`src/pbl_defines.vh`:
```
`ifndef PBL_DEFINES_VH
`define PBL_DEFINES_VH
// Special function register addresses
`define PBL_ADDR_CON0 8'hDC
`define PBL_ADDR_CON1 8'hDF
`define PBL_ADDR_CON2 8'hD7
`define PBL_ADDR_PERL 8'hD9
`define PBL_ADDR_PERH 8'hD1
`define PBL_ADDR_CMP0L 8'hDA
`define PBL_ADDR_CMP0H 8'hD2
`define PBL_ADDR_CMP1L 8'hDB
`define PBL_ADDR_CMP1H 8'hD3
`define PBL_ADDR_CMP2L 8'hDD
`define PBL_ADDR_CMP2H 8'hD5
`define PBL_ADDR_CMP3L 8'hDE
`define PBL_ADDR_CMP3H 8'hD6
// First control register fields
`define PBL_C0_RUN 7
`define PBL_C0_LOAD 6
`define PBL_C0_UF 5
`define PBL_C0_CLR 4
// Brake control register fields
`define PBL_C1_STOPSEL 7
`define PBL_C1_POL 6
`define PBL_C1_PINEN 5
`define PBL_C1_EN 4
// Third control register fields
`define PBL_C2_FLAG 0
`define PBL_C2_PS_LO 2
`define PBL_C2_PS_HI 3
// Reset values
`define PBL_RST_BYTE 8'h00
`define PBL_RST_WORD 10'h000
// Compare special codes
`define PBL_CMP_ZERO 10'h000
`define PBL_CMP_ONES 10'h3FF
`endif

```
`src/pbl_brake_logic.v`:
```
`timescale 1ns/10ps
`include "pbl_defines.vh"
// Combinational brake decision from the brake control byte
module pbl_brake_logic (
    // Configuration
    input wire [7:0] brake_ctl_in,
    input wire run_in,
    input wire pin_in,
    // Decision
    output wire brake_out,
    output wire pin_trip_out
);
    wire enabled = brake_ctl_in[`PBL_C1_EN];
    wire pin_en = brake_ctl_in[`PBL_C1_PINEN];
    wire stop_sel = brake_ctl_in[`PBL_C1_STOPSEL];
    wire pin_active = (pin_in == brake_ctl_in[`PBL_C1_POL]);
    wire soft_hold = !pin_en && !stop_sel;
    wire stop_hold = !pin_en && stop_sel && !run_in;
    // Both selects set is the illegal pairing and gives no brake
    wire pin_mode = pin_en && !stop_sel;

    assign pin_trip_out = enabled && pin_mode && pin_active;
    assign brake_out = enabled && (soft_hold || stop_hold || pin_trip_out);
endmodule // pbl_brake_logic

```
`src/pbl_prescaler.v`:
```
`timescale 1ns/10ps
`include "pbl_defines.vh"
// Tick generator; held in phase with the system clock while stopped
module pbl_prescaler (
    // Clock and reset
    input wire mclk_in,
    input wire rst_b_in,
    // Control
    input wire run_in,
    input wire [1:0] sel_in,
    // Tick
    output wire tick_out
);
    reg [3:0] div_reg;
    reg [3:0] div_next;
    reg [3:0] mask;

    always @* begin
        case (sel_in)
            2'b00: mask = 4'h0;
            2'b01: mask = 4'h1;
            2'b10: mask = 4'h3;
            default: mask = 4'hF;
        endcase
    end

    // Restarting from zero while stopped keeps phase fixed at run start
    always @* begin
        if (!run_in) begin
            div_next = 4'h0;
        end else if ((div_reg & mask) == mask) begin
            div_next = 4'h0;
        end else begin
            div_next = div_reg + 4'h1;
        end
    end

    always @(posedge mclk_in or negedge rst_b_in) begin
        if (!rst_b_in) begin
            div_reg <= 4'h0;
        end else begin
            div_reg <= div_next;
        end
    end

    assign tick_out = run_in && ((div_reg & mask) == mask);
endmodule // pbl_prescaler

```
`src/pbl_pwm_ctrl.v`:
```
`timescale 1ns/10ps
`include "pbl_defines.vh"
module pbl_pwm_ctrl #(
    parameter CNT_W = 10
) (
    // Clock and reset
    input wire mclk_in,
    input wire rst_b_in,
    // Special function register port
    input wire [7:0] sfr_addr_in,
    input wire sfr_wr_in,
    input wire [7:0] sfr_wdata_in,
    output reg [7:0] sfr_rdata_out,
    // External brake pin
    input wire external_brake_input_in,
    // Channel outputs
    output wire [3:0] pwm_out,
    output wire underflow_flag_out
);
    reg counter_run_enable_reg;
    reg load_req_reg;
    reg underflow_flag_reg;
    reg [3:0] channel_invert_reg;
    reg [7:0] brake_ctl_reg;
    reg pin_brake_flag_reg;
    reg [1:0] prescale_select_reg;
    reg [CNT_W-1:0] period_hold_reg;
    reg [CNT_W-1:0] period_work_reg;
    reg [CNT_W-1:0] count_reg;
    reg clr_req_reg;
    wire tick;
    wire brake;
    wire pin_trip;
    wire underflow;
    wire [3:0] channel_brake_levels = brake_ctl_reg[3:0];
    wire wr_con0 = sfr_wr_in && (sfr_addr_in == `PBL_ADDR_CON0);
    wire wr_con2 = sfr_wr_in && (sfr_addr_in == `PBL_ADDR_CON2);

    pbl_prescaler u_prescaler (
        .mclk_in(mclk_in),
        .rst_b_in(rst_b_in),
        .run_in(counter_run_enable_reg),
        .sel_in(prescale_select_reg),
        .tick_out(tick)
    );

    pbl_brake_logic u_brake (
        .brake_ctl_in(brake_ctl_reg),
        .run_in(counter_run_enable_reg),
        .pin_in(external_brake_input_in),
        .brake_out(brake),
        .pin_trip_out(pin_trip)
    );

    // Underflow needs a running counter, so a stopped unit never transfers
    assign underflow = tick && (count_reg == {CNT_W{1'b0}});

    // First control register: run, load, underflow flag, invert bits
    always @(posedge mclk_in or negedge rst_b_in) begin
        if (!rst_b_in) begin
            counter_run_enable_reg <= 1'b0;
            load_req_reg <= 1'b0;
            underflow_flag_reg <= 1'b0;
            clr_req_reg <= 1'b0;
            channel_invert_reg <= 4'h0;
        end else begin
            clr_req_reg <= wr_con0 && sfr_wdata_in[`PBL_C0_CLR];
            if (wr_con0) begin
                channel_invert_reg <= sfr_wdata_in[3:0];
                counter_run_enable_reg <= sfr_wdata_in[`PBL_C0_RUN];
                // Rewriting load as 0 drops a pending transfer
                load_req_reg <= sfr_wdata_in[`PBL_C0_LOAD];
            end else if (underflow && load_req_reg) begin
                load_req_reg <= 1'b0;
            end
            // Pin brake stops the counter regardless of software writes
            if (pin_trip) begin
                counter_run_enable_reg <= 1'b0;
            end
            // Hardware set wins over a software clear in the same cycle
            if (underflow) begin
                underflow_flag_reg <= 1'b1;
            end else if (wr_con0) begin
                underflow_flag_reg <= sfr_wdata_in[`PBL_C0_UF];
            end
        end
    end

    // Brake control and third control register
    always @(posedge mclk_in or negedge rst_b_in) begin
        if (!rst_b_in) begin
            brake_ctl_reg <= `PBL_RST_BYTE;
            pin_brake_flag_reg <= 1'b0;
            prescale_select_reg <= 2'b00;
        end else begin
            if (sfr_wr_in && (sfr_addr_in == `PBL_ADDR_CON1)) begin
                brake_ctl_reg <= sfr_wdata_in;
            end
            if (wr_con2) begin
                prescale_select_reg <= sfr_wdata_in[`PBL_C2_PS_HI:`PBL_C2_PS_LO];
            end
            // Sticky until software writes it low; the set wins
            if (pin_trip) begin
                pin_brake_flag_reg <= 1'b1;
            end else if (wr_con2) begin
                pin_brake_flag_reg <= sfr_wdata_in[`PBL_C2_FLAG];
            end
        end
    end

    // Holding registers and working registers
    always @(posedge mclk_in or negedge rst_b_in) begin
        if (!rst_b_in) begin
            period_hold_reg <= `PBL_RST_WORD;
            period_work_reg <= `PBL_RST_WORD;
        end else begin
            if (sfr_wr_in && (sfr_addr_in == `PBL_ADDR_PERL)) begin
                period_hold_reg[7:0] <= sfr_wdata_in;
            end
            if (sfr_wr_in && (sfr_addr_in == `PBL_ADDR_PERH)) begin
                period_hold_reg[CNT_W-1:8] <= sfr_wdata_in[CNT_W-9:0];
            end
            if (underflow && load_req_reg) begin
                period_work_reg <= period_hold_reg;
            end
        end
    end

    genvar ch;
    generate
        for (ch = 0; ch < 4; ch = ch + 1) begin : g_chan
            wire [7:0] addr_lo = (ch == 0) ? `PBL_ADDR_CMP0L : (ch == 1) ? `PBL_ADDR_CMP1L :
                                 (ch == 2) ? `PBL_ADDR_CMP2L : `PBL_ADDR_CMP3L;
            wire [7:0] addr_hi = (ch == 0) ? `PBL_ADDR_CMP0H : (ch == 1) ? `PBL_ADDR_CMP1H :
                                 (ch == 2) ? `PBL_ADDR_CMP2H : `PBL_ADDR_CMP3H;
            // Per-channel state kept local so each register has one process
            reg [CNT_W-1:0] cmp_hold_reg;
            reg [CNT_W-1:0] cmp_work_reg;
            reg wave_reg;
            reg pwm_reg;
            always @(posedge mclk_in or negedge rst_b_in) begin
                if (!rst_b_in) begin
                    cmp_hold_reg <= `PBL_RST_WORD;
                    cmp_work_reg <= `PBL_RST_WORD;
                    wave_reg <= 1'b0;
                    pwm_reg <= 1'b0;
                end else begin
                    if (sfr_wr_in && (sfr_addr_in == addr_lo)) begin
                        cmp_hold_reg[7:0] <= sfr_wdata_in;
                    end
                    if (sfr_wr_in && (sfr_addr_in == addr_hi)) begin
                        cmp_hold_reg[CNT_W-1:8] <= sfr_wdata_in[CNT_W-9:0];
                    end
                    if (underflow && load_req_reg) begin
                        cmp_work_reg <= cmp_hold_reg;
                    end
                    // Waveform only advances while running, else it holds
                    if (tick) begin
                        if (cmp_work_reg == `PBL_CMP_ZERO) begin
                            wave_reg <= 1'b1;
                        end else if (cmp_work_reg == `PBL_CMP_ONES) begin
                            wave_reg <= 1'b0;
                        end else begin
                            wave_reg <= (count_reg < cmp_work_reg);
                        end
                    end
                    // Brake overrides; on release the held wave reappears
                    if (brake) begin
                        pwm_reg <= channel_brake_levels[ch];
                    end else begin
                        pwm_reg <= wave_reg ^ channel_invert_reg[ch];
                    end
                end
            end
            assign pwm_out[ch] = pwm_reg;
        end
    endgenerate

    // Down counter, reloaded at underflow from the holding period if a load is pending, else from the working period
    always @(posedge mclk_in or negedge rst_b_in) begin
        if (!rst_b_in) begin
            count_reg <= `PBL_RST_WORD;
        end else if (clr_req_reg) begin
            count_reg <= `PBL_RST_WORD;
        end else if (underflow) begin
            count_reg <= load_req_reg ? period_hold_reg : period_work_reg;
        end else if (tick) begin
            count_reg <= count_reg - {{(CNT_W-1){1'b0}}, 1'b1};
        end
    end

    // Read mux; reserved bits read zero
    always @* begin
        if (sfr_addr_in == `PBL_ADDR_CON0) begin
            sfr_rdata_out = {counter_run_enable_reg, load_req_reg, underflow_flag_reg,
                             1'b0, channel_invert_reg};
        end else if (sfr_addr_in == `PBL_ADDR_CON1) begin
            sfr_rdata_out = brake_ctl_reg;
        end else if (sfr_addr_in == `PBL_ADDR_CON2) begin
            sfr_rdata_out = {4'h0, prescale_select_reg, 1'b0, pin_brake_flag_reg};
        end else if (sfr_addr_in == `PBL_ADDR_PERL) begin
            sfr_rdata_out = period_hold_reg[7:0];
        end else if (sfr_addr_in == `PBL_ADDR_PERH) begin
            sfr_rdata_out = {6'h00, period_hold_reg[CNT_W-1:8]};
        end else begin
            sfr_rdata_out = 8'h00;
        end
    end

    assign underflow_flag_out = underflow_flag_reg;
endmodule // pbl_pwm_ctrl

```
`config.mk`:
```
export PLATFORM = sky130hd
export DESIGN_NAME = pbl_pwm_ctrl
export DESIGN_NICKNAME = d
export VERILOG_FILES = /design/src/pbl_brake_logic.v /design/src/pbl_prescaler.v /design/src/pbl_pwm_ctrl.v
export VERILOG_INCLUDE_DIRS = /design/src
export SDC_FILE = /design/constraint.sdc
export NUM_CORES = 1
export LEC_CHECK = 0
export BUFFER_PORTS_ARGS = -buffer_cell sky130_fd_sc_hd__buf_4
export CORE_MARGIN = 2
export CORE_UTILIZATION = 50
export CTS_CLUSTER_SIZE = 8
export DETAILED_ROUTE_END_ITERATION = 6
export PLACE_DENSITY = 0.69
export SLEW_MARGIN = 20
export SYNTH_ARGS = -nofsm -noshare
export SYNTH_HDL_FRONTEND = slang
export SYNTH_SLANG_ARGS = --single-unit
```
`constraint.sdc`:
```
create_clock -name mclk_in -period 3.24 [get_ports mclk_in]
set_input_delay 0.648 -clock mclk_in [delete_from_list [all_inputs] [get_ports mclk_in]]
set_output_delay 0.648 -clock mclk_in [all_outputs]
set_load 0.02 [all_outputs]
```
Yosys cells after proc, flatten, opt, wreduce, memory -nomap -nowiden
Index checks and enable logic that the tools add are counted.
- add/subtract/negate cells: 2
- magnitude comparators: 4
- equal/unequal tests: 21
- multiplexer cells: 32
- bitwise operators: 5
- reductions and logical operators: 40
- operators with widths (cell ; count):
    8-bit equality test, second input constant ; 13
    10-bit logical NOT ; 5
    10-bit equality test, second input constant ; 4
    10-bit < comparator ; 4
    10-bit two-way mux ; 4
    8-bit two-way mux ; 4
    1-bit logical AND ; 24
    1-bit two-way mux ; 20
    4-bit case mux with 3 select lines ; 1
    10-bit by 1-bit subtractor with 10-bit output, second input constant ; 1
    4-bit two-way mux ; 2
    2-bit nonzero test ; 4
    4-bit by 1-bit adder with 4-bit output, second input constant ; 1
    4-bit bitwise AND ; 1
    4-bit equality test ; 1
    1-bit bitwise XOR ; 4
    1-bit logical NOT ; 3
    3-bit nonzero test ; 1
    2-bit by 1-bit equality test with 1-bit output, second input constant ; 1
    2-bit equality test, second input constant ; 1
    2-bit logical NOT ; 1
    1-bit logical OR ; 2
    2-bit two-way mux ; 1
    1-bit equality test ; 1
- register bits: 141
- bits of input ports: 20
- output and inout port bits: 13
- logic and storage cells: 137

Logic depth before layout (Yosys ltp)
- depth in word-level cells: 9
- depth in mapped cells: 10
- mapped depth without buffers: 7

Modules after synthesis
From an unflattened synthesis, not the netlist that was laid out.
- cells, all modules: 681
- area, all modules: 7272.0 µm²
- by module, submodules not included (module ; instances ; cells an instance ; area each (µm²) ; sequential area each (µm²)):
    pbl_pwm_ctrl ; 1 ; 655 ; 7009.2 ; 3428.3
    pbl_prescaler ; 1 ; 20 ; 226.5 ; 100.1
    pbl_brake_logic ; 1 ; 6 ; 36.3 ; 0.0

Least setup slack after synthesis
OpenSTA, ideal clock, no wires.
- kind: input port to output port
- start: input sfr_addr_in[5]
- end: output sfr_rdata_out[2]
- data arrival time: 2.308 ns
- required time: 2.592 ns
- setup slack: 0.284 ns
- stages on the path: 6
- buffers on the path: 1
- cell sequence: nand4b_1 > or2_1 > clkbuf_1 > nor4_1 > a32oi_1 > a21oi_1
- word-level cells in the longest chain between the ends: 5
- elaborated cells between the ends (all ways): 8
- classes of those cells: eq/ne (4); mux (4)
- ends and longest elaborated chain (element ; line ; source):
    start: declaration ; pbl_pwm_ctrl.v:10 ; input wire [7:0] sfr_addr_in,
    8-bit equality test (no source line) ; n/a ;
    8-bit two-way mux ; pbl_pwm_ctrl.v:201 ; end else if (sfr_addr_in == `PBL_ADDR_PERL) begin
    8-bit two-way mux ; pbl_pwm_ctrl.v:199 ; end else if (sfr_addr_in == `PBL_ADDR_CON2) begin
    8-bit two-way mux ; pbl_pwm_ctrl.v:197 ; end else if (sfr_addr_in == `PBL_ADDR_CON1) begin
    8-bit two-way mux * ; pbl_pwm_ctrl.v:194 ; if (sfr_addr_in == `PBL_ADDR_CON0) begin
    end: declaration ; pbl_pwm_ctrl.v:13 ; output reg [7:0] sfr_rdata_out,
Every way passes the cells marked *; elsewhere a longest branch is shown, timed or not.

Worst setup path in the final report
- start: input sfr_addr_in[5]
- end: output sfr_rdata_out[5]
Same word-level chain as after synthesis.

==> metrics.txt <==
# TYPE chip_impl_metric gauge
chip_impl_info{name="outcome",value="finished, final reports clean"} 1
chip_impl_metric{name="final_hold_viol_count",unit=""} 0
chip_impl_metric{name="grt_start_max_net_pins",unit=""} 92
chip_impl_metric{name="maxClockFrequency",unit="GHz"} 0.352
chip_impl_metric{name="number_of_drc_markers_after_the_initial_detailed_route_iteration",unit=""} 306
chip_impl_metric{name="worst_skew_late_latency",unit="ns"} 0.42
chip_impl_metric{name="initial_core_util",unit=""} 0.507
chip_impl_info{name="synth_most_common_cell",value="sky130_fd_sc_hd__dfrtp_1"} 1
chip_impl_info{name="crit-reg2reg-launch",value="count_reg[0]"} 1
chip_impl_metric{name="synth_edf_count",unit=""} 0
chip_impl_metric{name="antenna-diode-count",unit=""} 0
chip_impl_metric{name="cts_repair_resize_count",unit=""} 0
chip_impl_info{name="cp-end-kind",value="primary output"} 1
chip_impl_metric{name="initial_antenna_violation_count",unit=""} 0
chip_impl_metric{name="p_leak",unit="µW"} 0.00406
chip_impl_metric{name="synth-simple-area-share",unit=""} 0.0959
chip_impl_metric{name="post_synth_instance_area",unit="µm²"} 7290
chip_impl_metric{name="combPwrFrac",unit=""} 0.199
chip_impl_metric{name="worst-path-max-fanout",unit=""} 5
chip_impl_metric{name="worst-slew-pin-transition",unit="ns"} 0.853
chip_impl_metric{name="die_width",unit="µm"} 125
chip_impl_metric{name="number_of_different_library_cells_in_the_post_synthesis_netlist",unit=""} 58
chip_impl_info{name="criticalPathCategory",value="input pin to primary output"} 1
chip_impl_metric{name="slew_violations",unit=""} 0
chip_impl_info{name="synth_area_leaders",value="sky130_fd_sc_hd__dfrtp_1, sky130_fd_sc_hd__mux2_4, sky130_fd_sc_hd__mux2_2"} 1
chip_impl_info{name="crit_path_start",value="sfr_addr_in[5]"} 1
chip_impl_metric{name="drt_drc_violations_left",unit=""} 0
chip_impl_metric{name="dr_total_vias",unit=""} 5011
chip_impl_metric{name="detail_route.wl_per_cell",unit="µm"} 20.3
chip_impl_metric{name="share_of_synthesized_area_occupied_by_flip_flops_and_latches",unit=""} 0.484
chip_impl_info{name="cts_tree",value="yes"} 1
chip_impl_metric{name="drtPass1Iterations",unit=""} 4
chip_impl_metric{name="final_nets",unit=""} 707
chip_impl_metric{name="power_density",unit="nW/µm²"} 615
chip_impl_metric{name="cts_clock_pin_slew_for_the_worst_setup_and_hold_paths",unit="ns"} 0.06
chip_impl_metric{name="number_of_global_route_vias_before_repair",unit=""} 5186
chip_impl_metric{name="critical_path_required",unit="ns"} 2.59
chip_impl_metric{name="synth_nets",unit=""} 663
chip_impl_metric{name="totalPowerFinal",unit="µW"} 5160
chip_impl_metric{name="p_switching",unit="µW"} 1500
chip_impl_metric{name="floorplan.io_pins",unit=""} 33
chip_impl_metric{name="floorplan.core_area",unit="µm²"} 14400
chip_impl_metric{name="num_rows",unit=""} 44
chip_impl_info{name="dominantRegCellSynth",value="sky130_fd_sc_hd__dfrtp_1"} 1
chip_impl_metric{name="cts_num_sinks",unit=""} 141
chip_impl_metric{name="cap_violations",unit=""} 0
chip_impl_info{name="clk_root_buffer_cell",value="sky130_fd_sc_hd__clkbuf_16"} 1
chip_impl_info{name="hold_path.class",value="input pin to async pin"} 1
chip_impl_metric{name="drt-total-wl",unit="mm"} 17.2
chip_impl_metric{name="worst_ep_arrival_time",unit="ns"} 2.19
chip_impl_metric{name="die_height",unit="µm"} 125
chip_impl_metric{name="drive_gt1_frac",unit=""} 0.301
chip_impl_metric{name="yosys.area_share.adder",unit=""} 0.0652
chip_impl_metric{name="clkPwrFrac",unit=""} 0.405
chip_impl_metric{name="min_period",unit="ns"} 2.84
chip_impl_info{name="r2r-end",value="g_chan[2].cmp_work_reg[2]"} 1
chip_impl_metric{name="synth_xor_xnor_area_share",unit=""} 0.00961
chip_impl_metric{name="place_congestion",unit=""} 0.913
chip_impl_metric{name="synth_largest_type_area_fraction",unit=""} 0.484
chip_impl_info{name="startpoint_type",value="input pin"} 1
chip_impl_metric{name="post_cts_setup_buffers",unit=""} 0
chip_impl_info{name="netlist.top_cell.by_area",value="sky130_fd_sc_hd__dfrtp_1"} 1
chip_impl_metric{name="area_growth",unit="%"} 15.2
chip_impl_metric{name="ctsLongestPathBuffers",unit=""} 2
chip_impl_metric{name="internal-power",unit="µW"} 3670
chip_impl_metric{name="postSynthCellCount",unit=""} 605
chip_impl_metric{name="post_synth.cell_area_avg",unit="µm²"} 12.1
chip_impl_metric{name="worst_reg2reg_path_length_in_cells",unit=""} 8
chip_impl_info{name="synth_top_family_by_area",value="multiplexers"} 1
chip_impl_metric{name="switching_share",unit=""} 0.290
chip_impl_metric{name="grt_first_pass_wirelength",unit="mm"} 27.7
chip_impl_metric{name="clock-skew-final",unit="ns"} 0.00640
chip_impl_metric{name="fin_setup_tns",unit="ns"} 0
chip_impl_metric{name="yosysWarnings",unit=""} 0
chip_impl_metric{name="final-setup-viol-count",unit=""} 0
chip_impl_metric{name="tritoncts.num_buffers",unit=""} 17
chip_impl_info{name="unrepaired_setup_endpoints_after_global_routing",value="false"} 1
chip_impl_metric{name="asyncSetResetFlopFracSynth",unit=""} 1.00
chip_impl_metric{name="h-tree-depth",unit=""} 4
chip_impl_metric{name="route.detailed.vias_per_inst",unit=""} 5.92
chip_impl_metric{name="place.port_buffers",unit=""} 32
chip_impl_metric{name="fp.dieArea",unit="µm²"} 15600
chip_impl_metric{name="power.ir.vdd_worst",unit="µV"} 409
chip_impl_metric{name="final.period_utilization",unit=""} 0.877
chip_impl_metric{name="final_antenna_net_count",unit=""} 0
chip_impl_metric{name="dpl_hpwl",unit="mm"} 11.8
chip_impl_info{name="yosys-top-cells-count",value="sky130_fd_sc_hd__dfrtp_1, sky130_fd_sc_hd__mux2_2, sky130_fd_sc_hd__mux2_4"} 1
chip_impl_metric{name="synth-compound-area-share",unit=""} 0.0861
chip_impl_metric{name="grt_use_total",unit=""} 0.232
chip_impl_metric{name="relSlewSlack",unit=""} 0.431
chip_impl_metric{name="power.sequential.fraction",unit=""} 0.396
chip_impl_metric{name="setup.reg_to_reg.worst_slack",unit="ns"} 0.44
chip_impl_metric{name="synth.mux.area_fraction",unit=""} 0.216
chip_impl_info{name="endpoint",value="sfr_rdata_out[5]"} 1
chip_impl_metric{name="grt_overflow_total",unit=""} 0
chip_impl_metric{name="cts.hold.buffers_added",unit=""} 0
chip_impl_metric{name="yosys_register_bits",unit=""} 141
## logic make-up after synthesis
family                   Yosys count
multiplexers                     124
flip-flops                       141
AND/OR/NAND/NOR                  130
XOR/XNOR                           8
adder cells (fa/ha/maj)           38
AO/OA/AOI/OAI                     94
buffers and inverters             70
## per-stage QoR
step	cell area (µm²)	hold WS [ns]	utilization	setup slack, ns	cells
2_1_floorplan	7290	0.352	-	0.284	605
3_3_place_gp	7760	0.467	0.540	0.433	814
3_5_place_dp	7760	0.477	0.540	0.419	814
4_1_cts	8400	0.326	0.584	0.410	846
5_1_grt	8400	0.357	0.584	0.266	846
6_report	8400	0.296	0.584	0.398	846
## power by group through the flow
stage | Clock, µW | Combinational [µW] | Sequential, µW
3_3_place_gp | 0 | 956 | 2070
5_1_grt | 2200 | 1160 | 2060
4_1_cts | 2120 | 1020 | 2050
6_report | 2090 | 1030 | 2050
2_1_floorplan | 0 | 678 | 2020
3_5_place_dp | 0 | 1010 | 2080
## critical path, cell delays in order
cell and delay, ns:
sky130_fd_sc_hd__buf_4 0.10, sky130_fd_sc_hd__nand4b_1 0.27, sky130_fd_sc_hd__or2_1 0.28, sky130_fd_sc_hd__nor4_1 0.36, sky130_fd_sc_hd__buf_4 0.23, sky130_fd_sc_hd__a22oi_1 0.09, sky130_fd_sc_hd__nand2_1 0.08, sky130_fd_sc_hd__buf_4 0.13
## how the worst min path moves through the flow
stage,end,slack (ns),cells after the start,start
6_report,g_chan[0].cmp_hold_reg[4],0.30,1,rst_b_in
5_1_grt,g_chan[0].cmp_hold_reg[4],0.36,1,rst_b_in
4_1_cts,g_chan[0].cmp_work_reg[4],0.33,1,rst_b_in
3_5_place_dp,u_prescaler.div_reg[0],0.48,1,u_prescaler.div_reg[0]
3_3_place_gp,u_prescaler.div_reg[0],0.47,1,u_prescaler.div_reg[0]
2_1_floorplan,brake_ctl_reg[0],0.35,0,rst_b_in
## metal layers
metal	GRT usage	routed length (µm)	vias to the layer above
met5	0	0	-
met4	0.124	745	0
met3	0.0451	730	39
met2	0.356	7860	141
met1	0.312	7860	2530
li1	-	-	2301
## layout make-up
cell class              count  area (µm²)
clock buffers              17         425
clock inverters            15         211
fillers                  1128        5970
inverters                  45         169
multi-input cells         394        3450
flip-flops and latches    141        3530
well taps                 184         230
repair buffers             50         379
## placed cells by master (no fill, tap or decap), drive strengths merged, types with 2 or more instances in the layout
| cell type | count |
|---|---|
| o21ai | 20 |
| clkbuf | 17 |
| nor2 | 29 |
| bufinv | 4 |
| or3 | 6 |
| clkinv | 6 |
| nand2 | 23 |
| nand4 | 12 |
| buf | 50 |
| xnor2 | 6 |
| a22o | 2 |
| o41ai | 5 |
| a32oi | 2 |
| a41o | 3 |
| a22oi | 3 |
| mux2i | 8 |
| o31ai | 2 |
| nor3 | 12 |
| a211oi | 4 |
| a221oi | 2 |
| nand3 | 12 |
| a21oi | 22 |
| nor2b | 4 |
| inv | 49 |
| and3 | 4 |
| ha | 38 |
| mux2 | 116 |
| a31oi | 13 |
| xor2 | 2 |
| nand2b | 8 |
| a21o | 4 |
| a2111o | 3 |
| dfrtp | 141 |
| nor4 | 13 |
Note: power is estimated with default switching activity, not from simulation.
